**src/ohfr_map.vh**
```
`ifndef OHFR_MAP_VH
`define OHFR_MAP_VH

// ----------------------------------------------------------------
// register offsets (byte addresses)
// ----------------------------------------------------------------
`define OHFR_OFF_VERSION 8'h00
`define OHFR_OFF_ROM 8'h04
`define OHFR_OFF_RETRY 8'h08
`define OHFR_OFF_SWAP_DATA 8'h0c
`define OHFR_OFF_SWAP_CMP 8'h10
`define OHFR_OFF_SWAP_CTRL 8'h14

// ----------------------------------------------------------------
// field positions
// ----------------------------------------------------------------
`define OHFR_VER_PRESENT_BIT 24
`define OHFR_VER_MAJOR_HI 23
`define OHFR_VER_MAJOR_LO 16
`define OHFR_VER_MINOR_HI 7
`define OHFR_VER_MINOR_LO 0
`define OHFR_ROM_CLEAR_BIT 31
`define OHFR_ROM_GO_BIT 25
`define OHFR_ROM_DATA_HI 23
`define OHFR_ROM_DATA_LO 16
`define OHFR_ROM_BOOT_HI 7
`define OHFR_ROM_BOOT_LO 0
`define OHFR_RTY_PHYS_HI 11
`define OHFR_RTY_PHYS_LO 8
`define OHFR_RTY_RESP_HI 7
`define OHFR_RTY_RESP_LO 4
`define OHFR_RTY_REQ_HI 3
`define OHFR_RTY_REQ_LO 0
`define OHFR_SWC_DONE_BIT 31
`define OHFR_SWC_SEL_HI 1
`define OHFR_SWC_SEL_LO 0

// ----------------------------------------------------------------
// reset values
// ----------------------------------------------------------------
`define OHFR_VER_MAJOR_RST 8'h01
`define OHFR_VER_MINOR_RST 8'h00
`define OHFR_RETRY_RST 12'h000
`define OHFR_SWC_DONE_RST 1'b1
`define OHFR_SWC_SEL_RST 2'h0
`define OHFR_WORD_RST 32'h00000000

// ----------------------------------------------------------------
// swap targets
// ----------------------------------------------------------------
`define OHFR_SEL_BUS_MANAGER_ID 2'h0
`define OHFR_SEL_BANDWIDTH 2'h1
`define OHFR_SEL_CHANNELS_HI 2'h2
`define OHFR_SEL_CHANNELS_LO 2'h3

`endif

```
**src/ohfr_csr_swap.v**
```verilog
`timescale 1ns/1ps
`include "ohfr_map.vh"

module ohfr_csr_swap #(
  parameter [31:0] BUS_MANAGER_ID_RST = 32'h0000003f,
  parameter [31:0] BANDWIDTH_RST = 32'h00001333,
  parameter [31:0] CHANNELS_HI_RST = 32'hffffffff,
  parameter [31:0] CHANNELS_LO_RST = 32'hffffffff
) (
  input wire ref_clk,
  input wire rst_n,
  input wire host_req,
  input wire [1:0] host_sel,
  input wire [31:0] host_expected,
  input wire [31:0] host_new,
  output reg host_done,
  output reg [31:0] host_old,
  input wire lnk_req,
  input wire [1:0] lnk_sel,
  input wire [31:0] lnk_expected,
  input wire [31:0] lnk_new,
  output reg lnk_ack,
  output reg [31:0] lnk_old
);

  reg [31:0] res_q [0:3];
  wire take_lnk;
  wire [1:0] sel;
  wire [31:0] expected;
  wire [31:0] new_value;
  integer i;

  // ----------------------------------------------------------------
  // one operation per cycle, host first: never interleaved
  // ----------------------------------------------------------------
  assign take_lnk = lnk_req & ~host_req;
  assign sel = take_lnk ? lnk_sel : host_sel;
  assign expected = take_lnk ? lnk_expected : host_expected;
  assign new_value = take_lnk ? lnk_new : host_new;

  always @(posedge ref_clk or negedge rst_n) begin
    if (!rst_n) begin
      res_q[0] <= BUS_MANAGER_ID_RST;
      res_q[1] <= BANDWIDTH_RST;
      res_q[2] <= CHANNELS_HI_RST;
      res_q[3] <= CHANNELS_LO_RST;
      host_done <= 1'b0;
      lnk_ack <= 1'b0;
      host_old <= `OHFR_WORD_RST;
      lnk_old <= `OHFR_WORD_RST;
    end else begin
      host_done <= host_req;
      lnk_ack <= take_lnk;
      if (host_req) begin
        host_old <= res_q[sel];
      end
      if (take_lnk) begin
        lnk_old <= res_q[sel];
      end
      for (i = 0; i < 4; i = i + 1) begin
        if ((host_req | lnk_req) && sel == i[1:0] && res_q[i] == expected) begin
          res_q[i] <= new_value;
        end
      end
    end
  end

endmodule

```
**src/ohfr_front_regs.v**
```verilog
// Notes on behaviour
// - version reads 01h.00h out of reset
// - eeprom may load version; host cannot
// - present flag bit 24 follows eeprom detection
// - pointer clear zeroes address, self clears
// - read go fetches byte, self clears
// - fetched byte in 23:16, valid when idle
// - bits 7:0 give boot image start
// - rom access reserved bits read zero
// - dual phase retry fields read zero
// - physical response retries bounded by 11:8
// - dma retries bounded by 7:4, 3:0
// - control write starts swap, reports finish
// - control write clears complete flag, unless a swap finishes that cycle
// - select 00..11 picks four bus resources
// - control bits 30:2 read zero
//
// Implementation choice: the APB interface to the registers.
`timescale 1ns/1ps
`include "ohfr_map.vh"

module ohfr_front_regs #(
  parameter ADDR_W = 8,
  parameter [31:0] BUS_MANAGER_ID_RST = 32'h0000003f,
  parameter [31:0] BANDWIDTH_RST = 32'h00001333,
  parameter [31:0] CHANNELS_HI_RST = 32'hffffffff,
  parameter [31:0] CHANNELS_LO_RST = 32'hffffffff
) (
  input wire ref_clk,
  input wire rst_n,
  input wire psel,
  input wire penable,
  input wire pwrite,
  input wire [ADDR_W-1:0] paddr,
  input wire [31:0] pwdata,
  output reg [31:0] prdata,
  output wire pready,
  output reg pslverr,
  input wire eeprom_present,
  input wire ver_load,
  input wire [7:0] ver_load_major,
  input wire [7:0] ver_load_minor,
  input wire [7:0] boot_image_start_in,
  output wire rom_fetch_req,
  output wire [7:0] rom_fetch_addr,
  input wire rom_fetch_ack,
  input wire [7:0] rom_fetch_data,
  output wire [3:0] phys_response_retry_max,
  output wire [3:0] dma_response_retry_max,
  output wire [3:0] dma_request_retry_max,
  input wire lnk_swap_req,
  input wire [1:0] lnk_swap_sel,
  input wire [31:0] lnk_swap_expected,
  input wire [31:0] lnk_swap_new,
  output wire lnk_swap_ack,
  output wire [31:0] lnk_swap_old
);

  // ----------------------------------------------------------------
  // state
  // ----------------------------------------------------------------
  reg [7:0] ver_major_q;
  reg [7:0] ver_minor_q;
  reg eeprom_present_flag_q;
  reg [7:0] boot_image_start_q;
  reg rom_pointer_clear_q;
  reg rom_read_go_q;
  reg [7:0] rom_addr_q;
  reg [7:0] rom_fetched_byte_q;
  reg [3:0] phys_response_retry_max_q;
  reg [3:0] dma_response_retry_max_q;
  reg [3:0] dma_request_retry_max_q;
  reg [31:0] swap_new_value_q;
  reg [31:0] swap_expected_value_q;
  reg [1:0] swap_target_select_q;
  reg swap_complete_q;
  reg swap_start_q;
  reg rom_state_q;
  reg rom_state_d;
  reg rom_req_now;
  reg [31:0] rd_d;
  wire setup_ph;
  wire wr_acc;
  wire wr_rom;
  wire wr_retry;
  wire wr_data;
  wire wr_cmp;
  wire wr_ctrl;
  wire swap_done;
  wire [31:0] swap_old;
  wire rom_clear_done;

  localparam ROM_IDLE = 1'b0;
  localparam ROM_BUSY = 1'b1;
  localparam [11:0] RETRY_RST = `OHFR_RETRY_RST;

  // ----------------------------------------------------------------
  // address decode
  // ----------------------------------------------------------------
  function hit;
    input [ADDR_W-1:0] addr;
    input [7:0] offset;
    begin
      hit = (addr == {{(ADDR_W-8){1'b0}}, offset});
    end
  endfunction

  function mapped;
    input [ADDR_W-1:0] addr;
    begin
      mapped = hit(addr, `OHFR_OFF_VERSION) | hit(addr, `OHFR_OFF_ROM) |
               hit(addr, `OHFR_OFF_RETRY) | hit(addr, `OHFR_OFF_SWAP_DATA) |
               hit(addr, `OHFR_OFF_SWAP_CMP) | hit(addr, `OHFR_OFF_SWAP_CTRL);
    end
  endfunction

  assign setup_ph = psel & ~penable;
  assign pready = psel & penable;
  assign wr_acc = psel & penable & pwrite & mapped(paddr);
  assign wr_rom = wr_acc & hit(paddr, `OHFR_OFF_ROM);
  assign wr_retry = wr_acc & hit(paddr, `OHFR_OFF_RETRY);
  assign wr_data = wr_acc & hit(paddr, `OHFR_OFF_SWAP_DATA);
  assign wr_cmp = wr_acc & hit(paddr, `OHFR_OFF_SWAP_CMP);
  assign wr_ctrl = wr_acc & hit(paddr, `OHFR_OFF_SWAP_CTRL);

  // ----------------------------------------------------------------
  // read mux, sampled in the setup phase
  // ----------------------------------------------------------------
  always @* begin
    rd_d = `OHFR_WORD_RST;
    if (hit(paddr, `OHFR_OFF_VERSION)) begin
      rd_d[`OHFR_VER_PRESENT_BIT] = eeprom_present_flag_q;
      rd_d[`OHFR_VER_MAJOR_HI:`OHFR_VER_MAJOR_LO] = ver_major_q;
      rd_d[`OHFR_VER_MINOR_HI:`OHFR_VER_MINOR_LO] = ver_minor_q;
    end else if (hit(paddr, `OHFR_OFF_ROM)) begin
      rd_d[`OHFR_ROM_CLEAR_BIT] = rom_pointer_clear_q;
      rd_d[`OHFR_ROM_GO_BIT] = rom_read_go_q;
      rd_d[`OHFR_ROM_DATA_HI:`OHFR_ROM_DATA_LO] = rom_fetched_byte_q;
      rd_d[`OHFR_ROM_BOOT_HI:`OHFR_ROM_BOOT_LO] = boot_image_start_q;
    end else if (hit(paddr, `OHFR_OFF_RETRY)) begin
      rd_d[`OHFR_RTY_PHYS_HI:`OHFR_RTY_PHYS_LO] = phys_response_retry_max_q;
      rd_d[`OHFR_RTY_RESP_HI:`OHFR_RTY_RESP_LO] = dma_response_retry_max_q;
      rd_d[`OHFR_RTY_REQ_HI:`OHFR_RTY_REQ_LO] = dma_request_retry_max_q;
    end else if (hit(paddr, `OHFR_OFF_SWAP_DATA)) begin
      rd_d = swap_new_value_q;
    end else if (hit(paddr, `OHFR_OFF_SWAP_CMP)) begin
      rd_d = swap_expected_value_q;
    end else if (hit(paddr, `OHFR_OFF_SWAP_CTRL)) begin
      rd_d[`OHFR_SWC_DONE_BIT] = swap_complete_q;
      rd_d[`OHFR_SWC_SEL_HI:`OHFR_SWC_SEL_LO] = swap_target_select_q;
    end
  end

  always @(posedge ref_clk or negedge rst_n) begin
    if (!rst_n) begin
      prdata <= `OHFR_WORD_RST;
      pslverr <= 1'b0;
    end else if (setup_ph) begin
      prdata <= pwrite ? `OHFR_WORD_RST : rd_d;
      pslverr <= ~mapped(paddr);
    end
  end

  // ----------------------------------------------------------------
  // version register
  // ----------------------------------------------------------------
  // reset to level 1.0
  always @(posedge ref_clk or negedge rst_n) begin
    if (!rst_n) begin
      ver_major_q <= `OHFR_VER_MAJOR_RST;
      ver_minor_q <= `OHFR_VER_MINOR_RST;
    end else if (ver_load) begin
      ver_major_q <= ver_load_major;
      ver_minor_q <= ver_load_minor;
    end
  end

  always @(posedge ref_clk or negedge rst_n) begin
    if (!rst_n) begin
      eeprom_present_flag_q <= 1'b0;
      boot_image_start_q <= 8'h00;
    end else begin
      eeprom_present_flag_q <= eeprom_present;
      boot_image_start_q <= eeprom_present ? boot_image_start_in : 8'h00;
    end
  end

  // ----------------------------------------------------------------
  // serial rom access
  // ----------------------------------------------------------------
  // fetch holds its request
  always @* begin
    rom_state_d = rom_state_q;
    rom_req_now = 1'b0;
    case (rom_state_q)
      ROM_IDLE: begin
        rom_req_now = rom_read_go_q & ~rom_pointer_clear_q;
        if (rom_req_now && !rom_fetch_ack) begin
          rom_state_d = ROM_BUSY;
        end
      end
      ROM_BUSY: begin
        rom_req_now = 1'b1;
        if (rom_fetch_ack) begin
          rom_state_d = ROM_IDLE;
        end
      end
      default: begin
        rom_state_d = ROM_IDLE;
      end
    endcase
  end

  always @(posedge ref_clk or negedge rst_n) begin
    if (!rst_n) begin
      rom_state_q <= ROM_IDLE;
    end else begin
      rom_state_q <= rom_state_d;
    end
  end

  assign rom_fetch_req = rom_req_now;
  assign rom_fetch_addr = rom_addr_q;
  assign rom_clear_done = rom_pointer_clear_q & ~rom_req_now;

  always @(posedge ref_clk or negedge rst_n) begin
    if (!rst_n) begin
      rom_pointer_clear_q <= 1'b0;
      rom_read_go_q <= 1'b0;
      rom_addr_q <= 8'h00;
      rom_fetched_byte_q <= 8'h00;
    end else begin
      if (wr_rom && pwdata[`OHFR_ROM_CLEAR_BIT]) begin
        rom_pointer_clear_q <= 1'b1;
      end else if (rom_clear_done) begin
        rom_pointer_clear_q <= 1'b0;
      end
      if (rom_clear_done) begin
        rom_addr_q <= 8'h00;
      end else if (rom_fetch_req && rom_fetch_ack) begin
        rom_addr_q <= rom_addr_q + 8'h01;
      end
      if (wr_rom && pwdata[`OHFR_ROM_GO_BIT]) begin
        rom_read_go_q <= 1'b1;
      end else if (rom_fetch_req && rom_fetch_ack) begin
        rom_read_go_q <= 1'b0;
      end
      if (rom_fetch_req && rom_fetch_ack) begin
        rom_fetched_byte_q <= rom_fetch_data;
      end
    end
  end

  // ----------------------------------------------------------------
  // retry limits
  // ----------------------------------------------------------------
  // physical response and dma retry bounds
  always @(posedge ref_clk or negedge rst_n) begin
    if (!rst_n) begin
      phys_response_retry_max_q <= RETRY_RST[`OHFR_RTY_PHYS_HI:`OHFR_RTY_PHYS_LO];
      dma_response_retry_max_q <= RETRY_RST[`OHFR_RTY_RESP_HI:`OHFR_RTY_RESP_LO];
      dma_request_retry_max_q <= RETRY_RST[`OHFR_RTY_REQ_HI:`OHFR_RTY_REQ_LO];
    end else if (wr_retry) begin
      phys_response_retry_max_q <= pwdata[`OHFR_RTY_PHYS_HI:`OHFR_RTY_PHYS_LO];
      dma_response_retry_max_q <= pwdata[`OHFR_RTY_RESP_HI:`OHFR_RTY_RESP_LO];
      dma_request_retry_max_q <= pwdata[`OHFR_RTY_REQ_HI:`OHFR_RTY_REQ_LO];
    end
  end

  assign phys_response_retry_max = phys_response_retry_max_q;
  assign dma_response_retry_max = dma_response_retry_max_q;
  assign dma_request_retry_max = dma_request_retry_max_q;

  // ----------------------------------------------------------------
  // compare and swap
  // ----------------------------------------------------------------
  always @(posedge ref_clk or negedge rst_n) begin
    if (!rst_n) begin
      swap_new_value_q <= `OHFR_WORD_RST;
      swap_expected_value_q <= `OHFR_WORD_RST;
      swap_target_select_q <= `OHFR_SWC_SEL_RST;
      swap_complete_q <= `OHFR_SWC_DONE_RST;
      swap_start_q <= 1'b0;
    end else begin
      if (swap_done) begin
        swap_new_value_q <= swap_old;
      end else if (wr_data) begin
        swap_new_value_q <= pwdata;
      end
      if (wr_cmp) begin
        swap_expected_value_q <= pwdata;
      end
      swap_start_q <= wr_ctrl;
      if (wr_ctrl) begin
        swap_target_select_q <= pwdata[`OHFR_SWC_SEL_HI:`OHFR_SWC_SEL_LO];
      end
      if (swap_done) begin
        swap_complete_q <= 1'b1;
      end else if (wr_ctrl) begin
        swap_complete_q <= 1'b0;
      end
    end
  end

  ohfr_csr_swap #(
    .BUS_MANAGER_ID_RST(BUS_MANAGER_ID_RST),
    .BANDWIDTH_RST(BANDWIDTH_RST),
    .CHANNELS_HI_RST(CHANNELS_HI_RST),
    .CHANNELS_LO_RST(CHANNELS_LO_RST)
  ) u_swap (
    .ref_clk(ref_clk),
    .rst_n(rst_n),
    .host_req(swap_start_q),
    .host_sel(swap_target_select_q),
    .host_expected(swap_expected_value_q),
    .host_new(swap_new_value_q),
    .host_done(swap_done),
    .host_old(swap_old),
    .lnk_req(lnk_swap_req),
    .lnk_sel(lnk_swap_sel),
    .lnk_expected(lnk_swap_expected),
    .lnk_new(lnk_swap_new),
    .lnk_ack(lnk_swap_ack),
    .lnk_old(lnk_swap_old)
  );

endmodule

```
**config.mk**
```make
export PLATFORM = sky130hd
export DESIGN_NAME = ohfr_front_regs
export DESIGN_NICKNAME = d
export VERILOG_FILES = /design/src/ohfr_csr_swap.v /design/src/ohfr_front_regs.v
export VERILOG_INCLUDE_DIRS = /design/src
export SDC_FILE = /design/constraint.sdc
export NUM_CORES = 1
export LEC_CHECK = 0
export ABC_AREA = 1
export ABC_CLOCK_PERIOD_IN_PS = 2600
export BUFFER_PORTS_ARGS = -buffer_cell sky130_fd_sc_hd__buf_2
export CAP_MARGIN = 25
export CORE_MARGIN = 4
export CORE_UTILIZATION = 45
export CTS_CLUSTER_SIZE = 20
export DETAILED_ROUTE_END_ITERATION = 8
export PLACE_DENSITY = 0.63
export SLEW_MARGIN = 5
export SYNTH_ARGS = -nofsm -noshare
export SYNTH_HDL_FRONTEND = slang
export SYNTH_SLANG_ARGS = --single-unit
```
**constraint.sdc**
```tcl
create_clock -name ref_clk -period 2.6 [get_ports ref_clk]
set_clock_uncertainty 0.15 [all_clocks]
set_input_delay 0.39 -clock ref_clk [delete_from_list [all_inputs] [get_ports ref_clk]]
set_output_delay 0.39 -clock ref_clk [all_outputs]
set_load 0.01 [all_outputs]
```
Word level (Yosys, flattened, before mapping)
Cells that the tools add are included.
- register bits after elaboration: 351
- reductions and logical operators: 20
- magnitude comparators: 1
- $add $sub $neg: 1
- mux-type cells: 41
- bitwise gates (word level): 25
- equal/unequal tests: 12
- operators with widths (operator ; count):
    32-bit 2-to-1 mux ; 8
    32-bit == test ; 4
    32-bit binary-select mux with 2-bit select ; 1
    8-bit 2-to-1 mux ; 8
    29-bit 2-to-1 mux ; 1
    20-bit 2-to-1 mux ; 1
    8-bit by 4-bit == test with 1-bit output (second input constant) ; 2
    8-bit by 5-bit == test with 1-bit output (second input constant) ; 2
    1-bit 2-to-1 mux ; 13
    1-bit bitwise AND ; 12
    1-bit logical AND ; 12
    12-bit 2-to-1 mux ; 1
    2-bit nonzero test ; 5
    9-bit 2-to-1 mux ; 1
    8-bit by 1-bit adder with 8-bit output (second input constant) ; 1
    8-bit by 3-bit == test with 1-bit output (second input constant) ; 1
    8-bit logical NOT ; 1
    7-bit 2-to-1 mux ; 1
    2-bit 2-to-1 mux ; 3
    1-bit NOT ; 6
    1-bit bitwise OR ; 6
    5-bit 2-to-1 mux ; 1
    2-bit == test (second input constant) ; 2
    1-bit case mux with 2 select lines ; 2
    other kinds (5) ; 5

Longest topological paths before layout
Gate-level depths: netlist of the first run.
- depth after elaboration: 10
- gate-level depth with buffers: 17
- gate-level depth less buffers: 15

Cells and area by module
From an unflattened synthesis of the first run, not the netlist that was laid out.
- cells, all modules: 2823
- area, all modules: 19871.6 um2
- modules (own cells, without submodules) (module ; times used ; area an instance (um2) ; seq. area each (um2) ; cells each):
    ohfr_csr_swap ; 1 ; 12360.6 ; 4951.0 ; 1852
    ohfr_front_regs ; 1 ; 7511.0 ; 3931.3 ; 971

Least setup slack after synthesis of the first run
No wires, ideal clock.
- kind: flip-flop to flip-flop
- start point: register swap_start_q
- end point: register u_swap.res_q[113] (netlist bit)
- period minus slack after synthesis: 2.126 ns
- data required time: 2.333 ns
- cell stages (with the launch flop): 15
- data arrival time: 1.860 ns
- path buffers: 4
- slack: 0.474 ns
- setup time: 0.117 ns
- cells stage by stage: dfrtp_1 -> buf_4 -> inv_4 -> buf_4 -> buf_4 -> nand3_1 -> nand3b_1 -> nand4_1 -> nor2_1 -> nand2_1 -> nor2_2 -> nand2_2 -> buf_2 -> nand2_1 -> nand2_1
- cells in the longest elaborated chain, start to end: 6
- RTL lines (element ; RTL line ; RTL):
    start, declared ; ohfr_front_regs.v:77 ; reg swap_start_q;
    start signal, assigned ; ohfr_front_regs.v:293 ; swap_start_q <= wr_ctrl;
    branches (longest 6 deep; another with 32-bit 2-to-1 mux) ; n/a ;
    end signal, assigned by index ; ohfr_csr_swap.v:62 ; res_q[i] <= new_value;
    end, declared ; ohfr_csr_swap.v:26 ; reg [31:0] res_q [0:3];
Several ways; the timed one is not identified.
A chain may end at the register's enable or synchronous reset.

Worst setup path in the final report of the first run
- start point: register swap_start_q
- end point: register u_swap.host_old[20]
- cells in the longest elaborated chain, start to end: 7
- RTL lines (element ; RTL line ; RTL):
    1-bit NOT ; ohfr_csr_swap.v:36 ; assign take_lnk = lnk_req & ~host_req;
    1-bit bitwise AND ; ohfr_csr_swap.v:36 ;
    2-bit 2-to-1 mux ; ohfr_csr_swap.v:37 ; assign sel = take_lnk ? lnk_sel : host_sel;
    2-bit NOT with 3-bit output (not written as such) ; ohfr_csr_swap.v:55 ; host_old <= res_q[sel];
    32-bit binary-select mux with 2-bit select ; ohfr_csr_swap.v:55 ;
    32-bit 2-to-1 mux (not written as such) (2 in a row) ; ohfr_csr_swap.v:55 ;
    end signal, assigned ; ohfr_csr_swap.v:49 ; host_old <= `OHFR_WORD_RST;
    end signal, assigned ; ohfr_csr_swap.v:55 ;
    end, declared ; ohfr_csr_swap.v:17 ; output reg [31:0] host_old,
Several ways; a longest one is shown, not always the timed one. The select of a mux whose other input is x is not followed.

==> results of run 1 <==
## placed cells by master (no fill, tap or decap), types with 8 or more instances in the layout
cell	count
a21oi_1	39
a22oi_1	27
buf_12	25
buf_2	233
buf_4	138
buf_6	20
clkbuf_1	8
clkbuf_16	50
clkbuf_8	9
clkinv_2	9
dfrtp_1	272
dfstp_2	79
dlygate4sd3_1	75
inv_1	266
mux2_2	8
nand2_1	1008
nand2_2	48
nand2_4	10
nand3_1	325
nand3_2	9
nand3b_1	27
nand4_1	9
nor2_1	66
nor2_2	16
nor2_4	9
nor3_1	8
o2111ai_1	8
o211ai_1	15
o21ai_0	186
o221ai_1	29
xor2_1	20
## layout make-up
cell class,instances,area (µm²)
Fill cell,3880,17000
Multi-Input combinational cell,1892,8930
Sequential cell,351,8880
Timing Repair Buffer,505,3990
Clock buffer,57,1150
Inverter,274,1030
Tap cell,539,674
Clock inverter,17,240
## repair_timing
action,in CTS,in global routing
hold buffers,75,0
endpoints found under the hold margin,311,0
buffers inserted,0,9
endpoints found under the setup margin,114,135
resized for setup,4,121
pin swaps,0,5
cloned,0,12
## metal layers
metal	GRT usage	vias up
met5	0	-
met4	0.158	0
met3	0.0425	190
met2	0.516	1004
met1	0.437	9747
li1	-	9341
## sequential cells by signal (all words and copies together), names as in the netlist, 2 cells and up
signal	flops
u_swap.res_q	128
prdata	32
swap_expected_value_q	32
swap_new_value_q	32
u_swap.host_old	32
u_swap.lnk_old	32
boot_image_start_q	8
rom_fetch_addr	8
rom_fetched_byte_q	8
ver_major_q	8
ver_minor_q	8
dma_request_retry_max	4
dma_response_retry_max	4
phys_response_retry_max	4
swap_target_select_q	2
## worst min-delay path: stages
cell and delay, ns:
buf_2 0.08, inv_1 0.07, o21ai_0 0.16
## worst paths after layout
path / start / endpoint / slack, ns
min: pwdata[11] / phys_response_retry_max[3]$_DFFE_PN0P_ / 0.01
min reg2reg: u_swap.res_q[35]$_DFFE_PN1P_ / u_swap.res_q[35]$_DFFE_PN1P_ / 0.32
max in group asynchronous: rst_n / u_swap.lnk_old[11]$_DFFE_PN0N_ / 1.22
min in group asynchronous: rst_n / rom_fetch_addr[7]$_DFFE_PN0P_ / 0.15
max: swap_start_q$_DFF_PN0_ / u_swap.host_old[20]$_DFFE_PN0P_ / -0.005
max reg2reg: swap_start_q$_DFF_PN0_ / u_swap.host_old[20]$_DFFE_PN0P_ / -0.005
## cells by family after synthesis
kind of cell / after synthesis / share of synthesized area
adder cells (fa/ha/maj): 1 / 0.000654
AO/OA/AOI/OAI: 322 / 0.0992
XOR/XNOR: 21 / 0.00962
buffers and inverters: 400 / 0.0863
AND/OR/NAND/NOR: 1540 / 0.335
multiplexers: 8 / 0.00471
flip-flops: 351 / 0.464
## report_power, final
part           switching (mW)  total, mW  leakage (nW)  internal (mW)
Sequential              0.111       5.75          4.23           5.64
Combinational           0.975       1.56          7.90          0.587
Clock                    2.44       6.06         0.694           3.62
==> qor.csv, run 1 <==
stage,metric,value,unit
outcome,status,"complete, but fails checks",
outcome,failing checks,setup timing,
die,initial core utilization,0.456,
final_layout,fin cells,3635,
yosys,distinct cell type count after synthesis,40,
yosys,Avg Inst Size Synth,7.24,µm²
yosys,async set-reset flop share out of synthesis,1.00,
final_layout,final instance area,24900,µm²
cts,H-tree levels,2,
yosys,Area contributors post-synth,"dfrtp_1 (36%), nand2_1 (21%), dfstp_2 (11%), nand3_1 (8.8%), inv_1 (5.2%)",
detailed_routing,final wirelength,78200,µm
die,Chip Height,214,µm
final_layout,share of cells above drive strength 1,0.222,
job,maxcap violations,0,
yosys,Mapped Cells,2643,
worst_setup_path,required time worst endpoint,2.95,ns
place,Final HPWL DP,56000,µm
place,IO Port Bufs,234,
sta,final hold vios,0,
detailed_routing,drt initial violations,2242,
sta,final slew viol count,0,
die,Die W,214,µm
cts,TritonCTS Buffers,40,
yosys,YS warnings,0,
global_routing,vias in the first global route,19500,
worst_setup_path,Worst path top cell family by delay,buffers and inverters,
die,die area,45900,µm²
cts,maximum clock path buffer count,3,
sta,RSZ-0062 raised after global routing,yes,
final_layout,"Core Util, Final",0.594,
final_layout,P&R area growth vs syn,30.2,%
place,Post-DP Area,22000,µm²
yosys,Post-synth EDFFs,0,
final_layout,Nets,3212,
power,Pwr Density,537,nW/µm²
yosys,"Seq/Total Area, Yosys",0.464,
worst_setup_path,WP buf/inv,6,
global_routing,first-pass GRT wire length,116000,µm
worst_setup_path,R2R cell count,13,
worst_setup_path,crit-path max FO,14,
worst_setup_path,Stages on worst setup path,13,
power,Tot Pwr,13.4,mW
sta,post-route clock period utilization,1.00,
worst_setup_path,startpoint types,flop,
detailed_routing,DR vias,20300,
cts,CTS tree,done,
worst_setup_path,CP Cell Sequence,"clkinv_4, nand2_8, buf_12, buf_4, nand2_2, nand2_4, nand2_4, buf_4, buf_12, o2111ai_1, buf_4, nand2_1, nand2_1",
detailed_routing,Met3 Wirelength,6680,µm
sta,Worst Max-Slew Pin Slew,0.660,ns
die,Core Area,41900,µm²
worst_setup_path,Worst path most repeated cell,buf_4,
power,static leakage,12.8,nW
die,Site Rows,75,
hold_path,worst min path class,input port to flop,
yosys,"area leader, netlist",dfrtp_1,
global_routing,largest net degree at the start of global routing,82,
detailed_routing,WL per Instance,21.5,µm
worst_setup_path,CP Data Arrival Time,2.96,ns
yosys,Synth top cells by count,"nand2_1 (1,056), nand3_1 (335), dfrtp_1 (272)",
cts,Clock Latency Late Sink,0.58,ns
cts,Clock Root Buffer,clkbuf_16,
detailed_routing,DR vias/cell,5.58,
sta,Max Freq,384,MHz
global_routing,Tot GR Track Use,0.323,
sta,final worst slack,-0.00535,ns
worst_setup_path,CP peak stage delay,0.56,ns
detailed_routing,Final ANT Viol Nets,0,
yosys,Post-synth top flop,dfrtp_1,
final_layout,# diodes,0,
global_routing,initial antenna violation count,0,
power,maximum VDD drop,0.390,mV
sta,Hold Slack,0.0120,ns
sta,TNS Setup,-0.00535,ns
place,routability cong.,1.01,
yosys,Synth top area share,0.356,
yosys,"count leader, synth",nand2_1,
hold_path,Hold Path Depth,3,
die,io pins,235,
sta,Rel. slew slack,0.560,
detailed_routing,DR top layer,met4,
cts,Clock Sinks,351,
detailed_routing,WL met2,35600,µm
yosys,Syn Std Cell Area,19100,µm²
yosys,syn nets,2791,
place,placed insts,3465,
place,pre-CTS setup slack,-0.208,ns
yosys,"FF+latch count, synth",351,
worst_setup_path,Worst Setup End Kind,flop,
cts,clk slew on worst S/H paths,0.06,ns
detailed_routing,routed metal-1 wirelength,31500,µm
sta,final setup vio count,1,
sta,crit path time final,2.61,ns
detailed_routing,DRC,0,
detailed_routing,drt pass-1 iters,6,
global_routing,total grt overflow,0,
worst_setup_path,Worst path slowest cell,o2111ai_1,
worst_setup_path,critical path class,flop to flop,
Power figures use the tool's default switching activity.
==> run 2, diff against run 1 <==
--- a/config.mk
+++ b/config.mk
@@ -11,10 +11,10 @@
 export BUFFER_PORTS_ARGS = -buffer_cell sky130_fd_sc_hd__buf_2
 export CAP_MARGIN = 25
 export CORE_MARGIN = 4
-export CORE_UTILIZATION = 45
+export CORE_UTILIZATION = 59
 export CTS_CLUSTER_SIZE = 20
 export DETAILED_ROUTE_END_ITERATION = 8
-export PLACE_DENSITY = 0.63
+export PLACE_DENSITY = 0.8
 export SLEW_MARGIN = 5
 export SYNTH_ARGS = -nofsm -noshare
 export SYNTH_HDL_FRONTEND = slang
==> qor.csv, run 2 (synthesis gave the netlist of run 1 again) <==
stage,metric,value,unit,change
outcome,status,"complete, but fails checks",,
outcome,failing checks,setup timing,,
final_layout,final instance area,24700,µm²,-0.99%
detailed_routing,WL per Instance,21.5,µm,about the same
sta,Max Freq,378,MHz,-1.6%
final_layout,most frequent cells in the layout,"nand2_1 (991), nand3_1 (315), dfrtp_1 (272)",,
final_layout,"Core Util, Final",0.775,,+0.182
power,static leakage,12.7,nW,-0.63%
worst_setup_path,startpoint types,flop,,
worst_setup_path,RR Startpoint,swap_start_q$_DFF_PN0_,,
global_routing,Tot GR Track Use,0.400,,+0.0767
sta,Rel. slew slack,0.422,,-0.137
place,IO Port Bufs,234,,unchanged
worst_setup_path,Worst Setup End Kind,flop,,
detailed_routing,DR vias,21300,,+5.0%
final_layout,register area,8880,µm²,unchanged
sta,RSZ-0062 raised after global routing,yes,,
cts,TritonCTS Buffers,38,,-5.0%
global_routing,first-pass GRT wire length,112000,µm,-3.4%
job,maxcap violations,0,,unchanged
sta,post-route clock period utilization,1.02,,+0.0159
worst_setup_path,CP Cell Sequence,"clkinv_4, nand2_8, buf_6, buf_8, buf_12, nand2_2, nand3_1, nand2_1, nand3_2, nor2_4, nand2_2, nor2_4, nand2_4, clkbuf_16, nand2_1, nand2_1",,
worst_setup_path,critical path class,flop to flop,,
cts,H-tree levels,2,,unchanged
final_layout,Nets,3186,,-0.81%
worst_setup_path,Worst path most repeated cell,nand2_1,,
cts,CTS tree,done,,
die,Site Rows,65,,-13%
power,maximum VDD drop,0.504,mV,+29%
sta,final hold vios,0,,unchanged
sta,final slew viol count,0,,unchanged
detailed_routing,final wirelength,75400,µm,-3.6%
sta,Hold Slack,0.0128,ns,+0.000800 ns
die,die area,35400,µm²,-23%
global_routing,largest net degree at the start of global routing,79,,-3.7%
final_layout,max reg flops,128,,unchanged
detailed_routing,DRC,0,,unchanged
final_layout,P&R area growth vs syn,28.9,%,
die,Core Area,31800,µm²,-24%
global_routing,vias in the first global route,20500,,+5.0%
die,Die W,188,µm,-12%
worst_setup_path,r2r setup slk,-0.05,ns,-0.04 ns
worst_setup_path,R2R cell count,16,,+3
global_routing,total grt overflow,0,,unchanged
detailed_routing,Final ANT Viol Nets,0,,unchanged
cts,clk slew on worst S/H paths,0.06,ns,about the same
worst_setup_path,required time worst endpoint,2.91,ns,-0.04 ns
worst_setup_path,reg2reg end,u_swap.res_q[18]$_DFFE_PN1P_,,
cts,Clock Root Buffer,clkbuf_16,,
power,Pwr Density,526,nW/µm²,-2.1%
worst_setup_path,CP Data Arrival Time,2.96,ns,about the same
place,Post-DP Area,21800,µm²,-0.90%
place,Final HPWL DP,52000,µm,-7.1%
die,initial core utilization,0.601,,+0.146
worst_setup_path,crit-path max FO,8,,-6
place,placed insts,3352,,-3.3%
worst_setup_path,CP peak stage delay,0.43,ns,-0.13 ns
worst_setup_path,Critical Path End,u_swap.res_q[18]$_DFFE_PN1P_,,
detailed_routing,DR vias/cell,6.08,,+8.9%
final_layout,"most common cell after layout, fill and taps aside",nand2_1,,
hold_path,worst min path class,input port to flop,,
final_layout,Multi-input gate area,9090,µm²,+1.8%
worst_setup_path,Worst path slowest cell,dfrtp_1,,
cts,Clock Sinks,351,,unchanged
sta,final worst slack,-0.0468,ns,-0.0414 ns
place,pre-CTS setup slack,-0.118,ns,+0.0906 ns
sta,crit path time final,2.65,ns,+0.0414 ns
sta,Worst Max-Slew Pin Slew,0.857,ns,+0.197 ns
sta,final setup vio count,8,,+7
die,Chip Height,188,µm,-12%
place,routability cong.,1.09,,+7.9%
final_layout,share of cells above drive strength 1,0.232,,+0.0105
die,io pins,235,,unchanged
detailed_routing,drt initial violations,2975,,+33%
global_routing,initial antenna violation count,3,,+3
worst_setup_path,Worst Setup SP,swap_start_q$_DFF_PN0_,,
final_layout,fin cells,3505,,-3.6%
cts,maximum clock path buffer count,3,,unchanged
final_layout,"Most flops, register",u_swap.res_q,,
detailed_routing,drt pass-1 iters,9,,+3
final_layout,Fill cells,2172,,-44%
cts,Clock Latency Late Sink,0.55,ns,-0.03 ns
run 2: per-layer routing:
| metal | global-route usage | wire length, µm |
|---|---|---|
| met1 | 0.510 | 26300 |
| met2 | 0.622 | 33600 |
| met3 | 0.0773 | 9090 |
| met4 | 0.266 | 6360 |
| met5 | 0 | 51 |
run 2: repair_timing:
item | CTS | global route
cloned | 0 | 12
setup endpoints to repair | 30 | 128
resized for setup | 1 | 176
setup buffers | 0 | 17
pin swaps | 0 | 11
endpoints found under the hold margin | 111 | 0
hold buffers | 52 | 0
run 2: final cells by class:
type | instances | share of cell area
antenna | 2 | 0.000203
clock buffer | 53 | 0.0446
clock inverter | 17 | 0.00771
inverter | 274 | 0.0419
multi-input combinational | 1892 | 0.369
sequential | 351 | 0.360
tap | 435 | 0.0221
timing repair buffer | 481 | 0.154
run 2: worst min path at each step:
| stage | from | end | cells after the start |
|---|---|---|---|
| after global placement | rst_n | rom_fetch_addr[3]$_DFFE_PN0P_ | 1 |
| after CTS | pwdata[2] | dma_request_retry_max[2]$_DFFE_PN0P_ | 3 |
| after global routing | pwdata[5] | swap_expected_value_q[5]$_DFFE_PN0P_ | 3 |
| after floorplan | rst_n | boot_image_start_q[0]$_DFF_PN0_ | 0 |
| after detailed placement | rst_n | rom_fetch_addr[3]$_DFFE_PN0P_ | 1 |
| final | pwdata[24] | swap_expected_value_q[24]$_DFFE_PN0P_ | 3 |
run 2: worst max-delay path: cells and delay by family (launching register included):
family / cells / cell delay (ns)
and+or+nand+nor: 11 / 1.20
buffers and inverters: 5 / 0.74
DFF: 1 / 0.43
run 2: per-stage QoR:
stage / setup TNS, ns / power, mW
global placement: -1.92 / 7.14
finish: -0.109 / 13.0
floorplan: 0 / 6.46
global route: -3.16 / 13.3
CTS: 0 / 12.8
detailed placement: -7.50 / 7.18
run 2: where the power goes:
part	switching (mW)	total (mW)	internal, mW
Combinational	0.992	1.57	0.574
Sequential	0.119	5.75	5.64
Clock	2.36	5.64	3.27
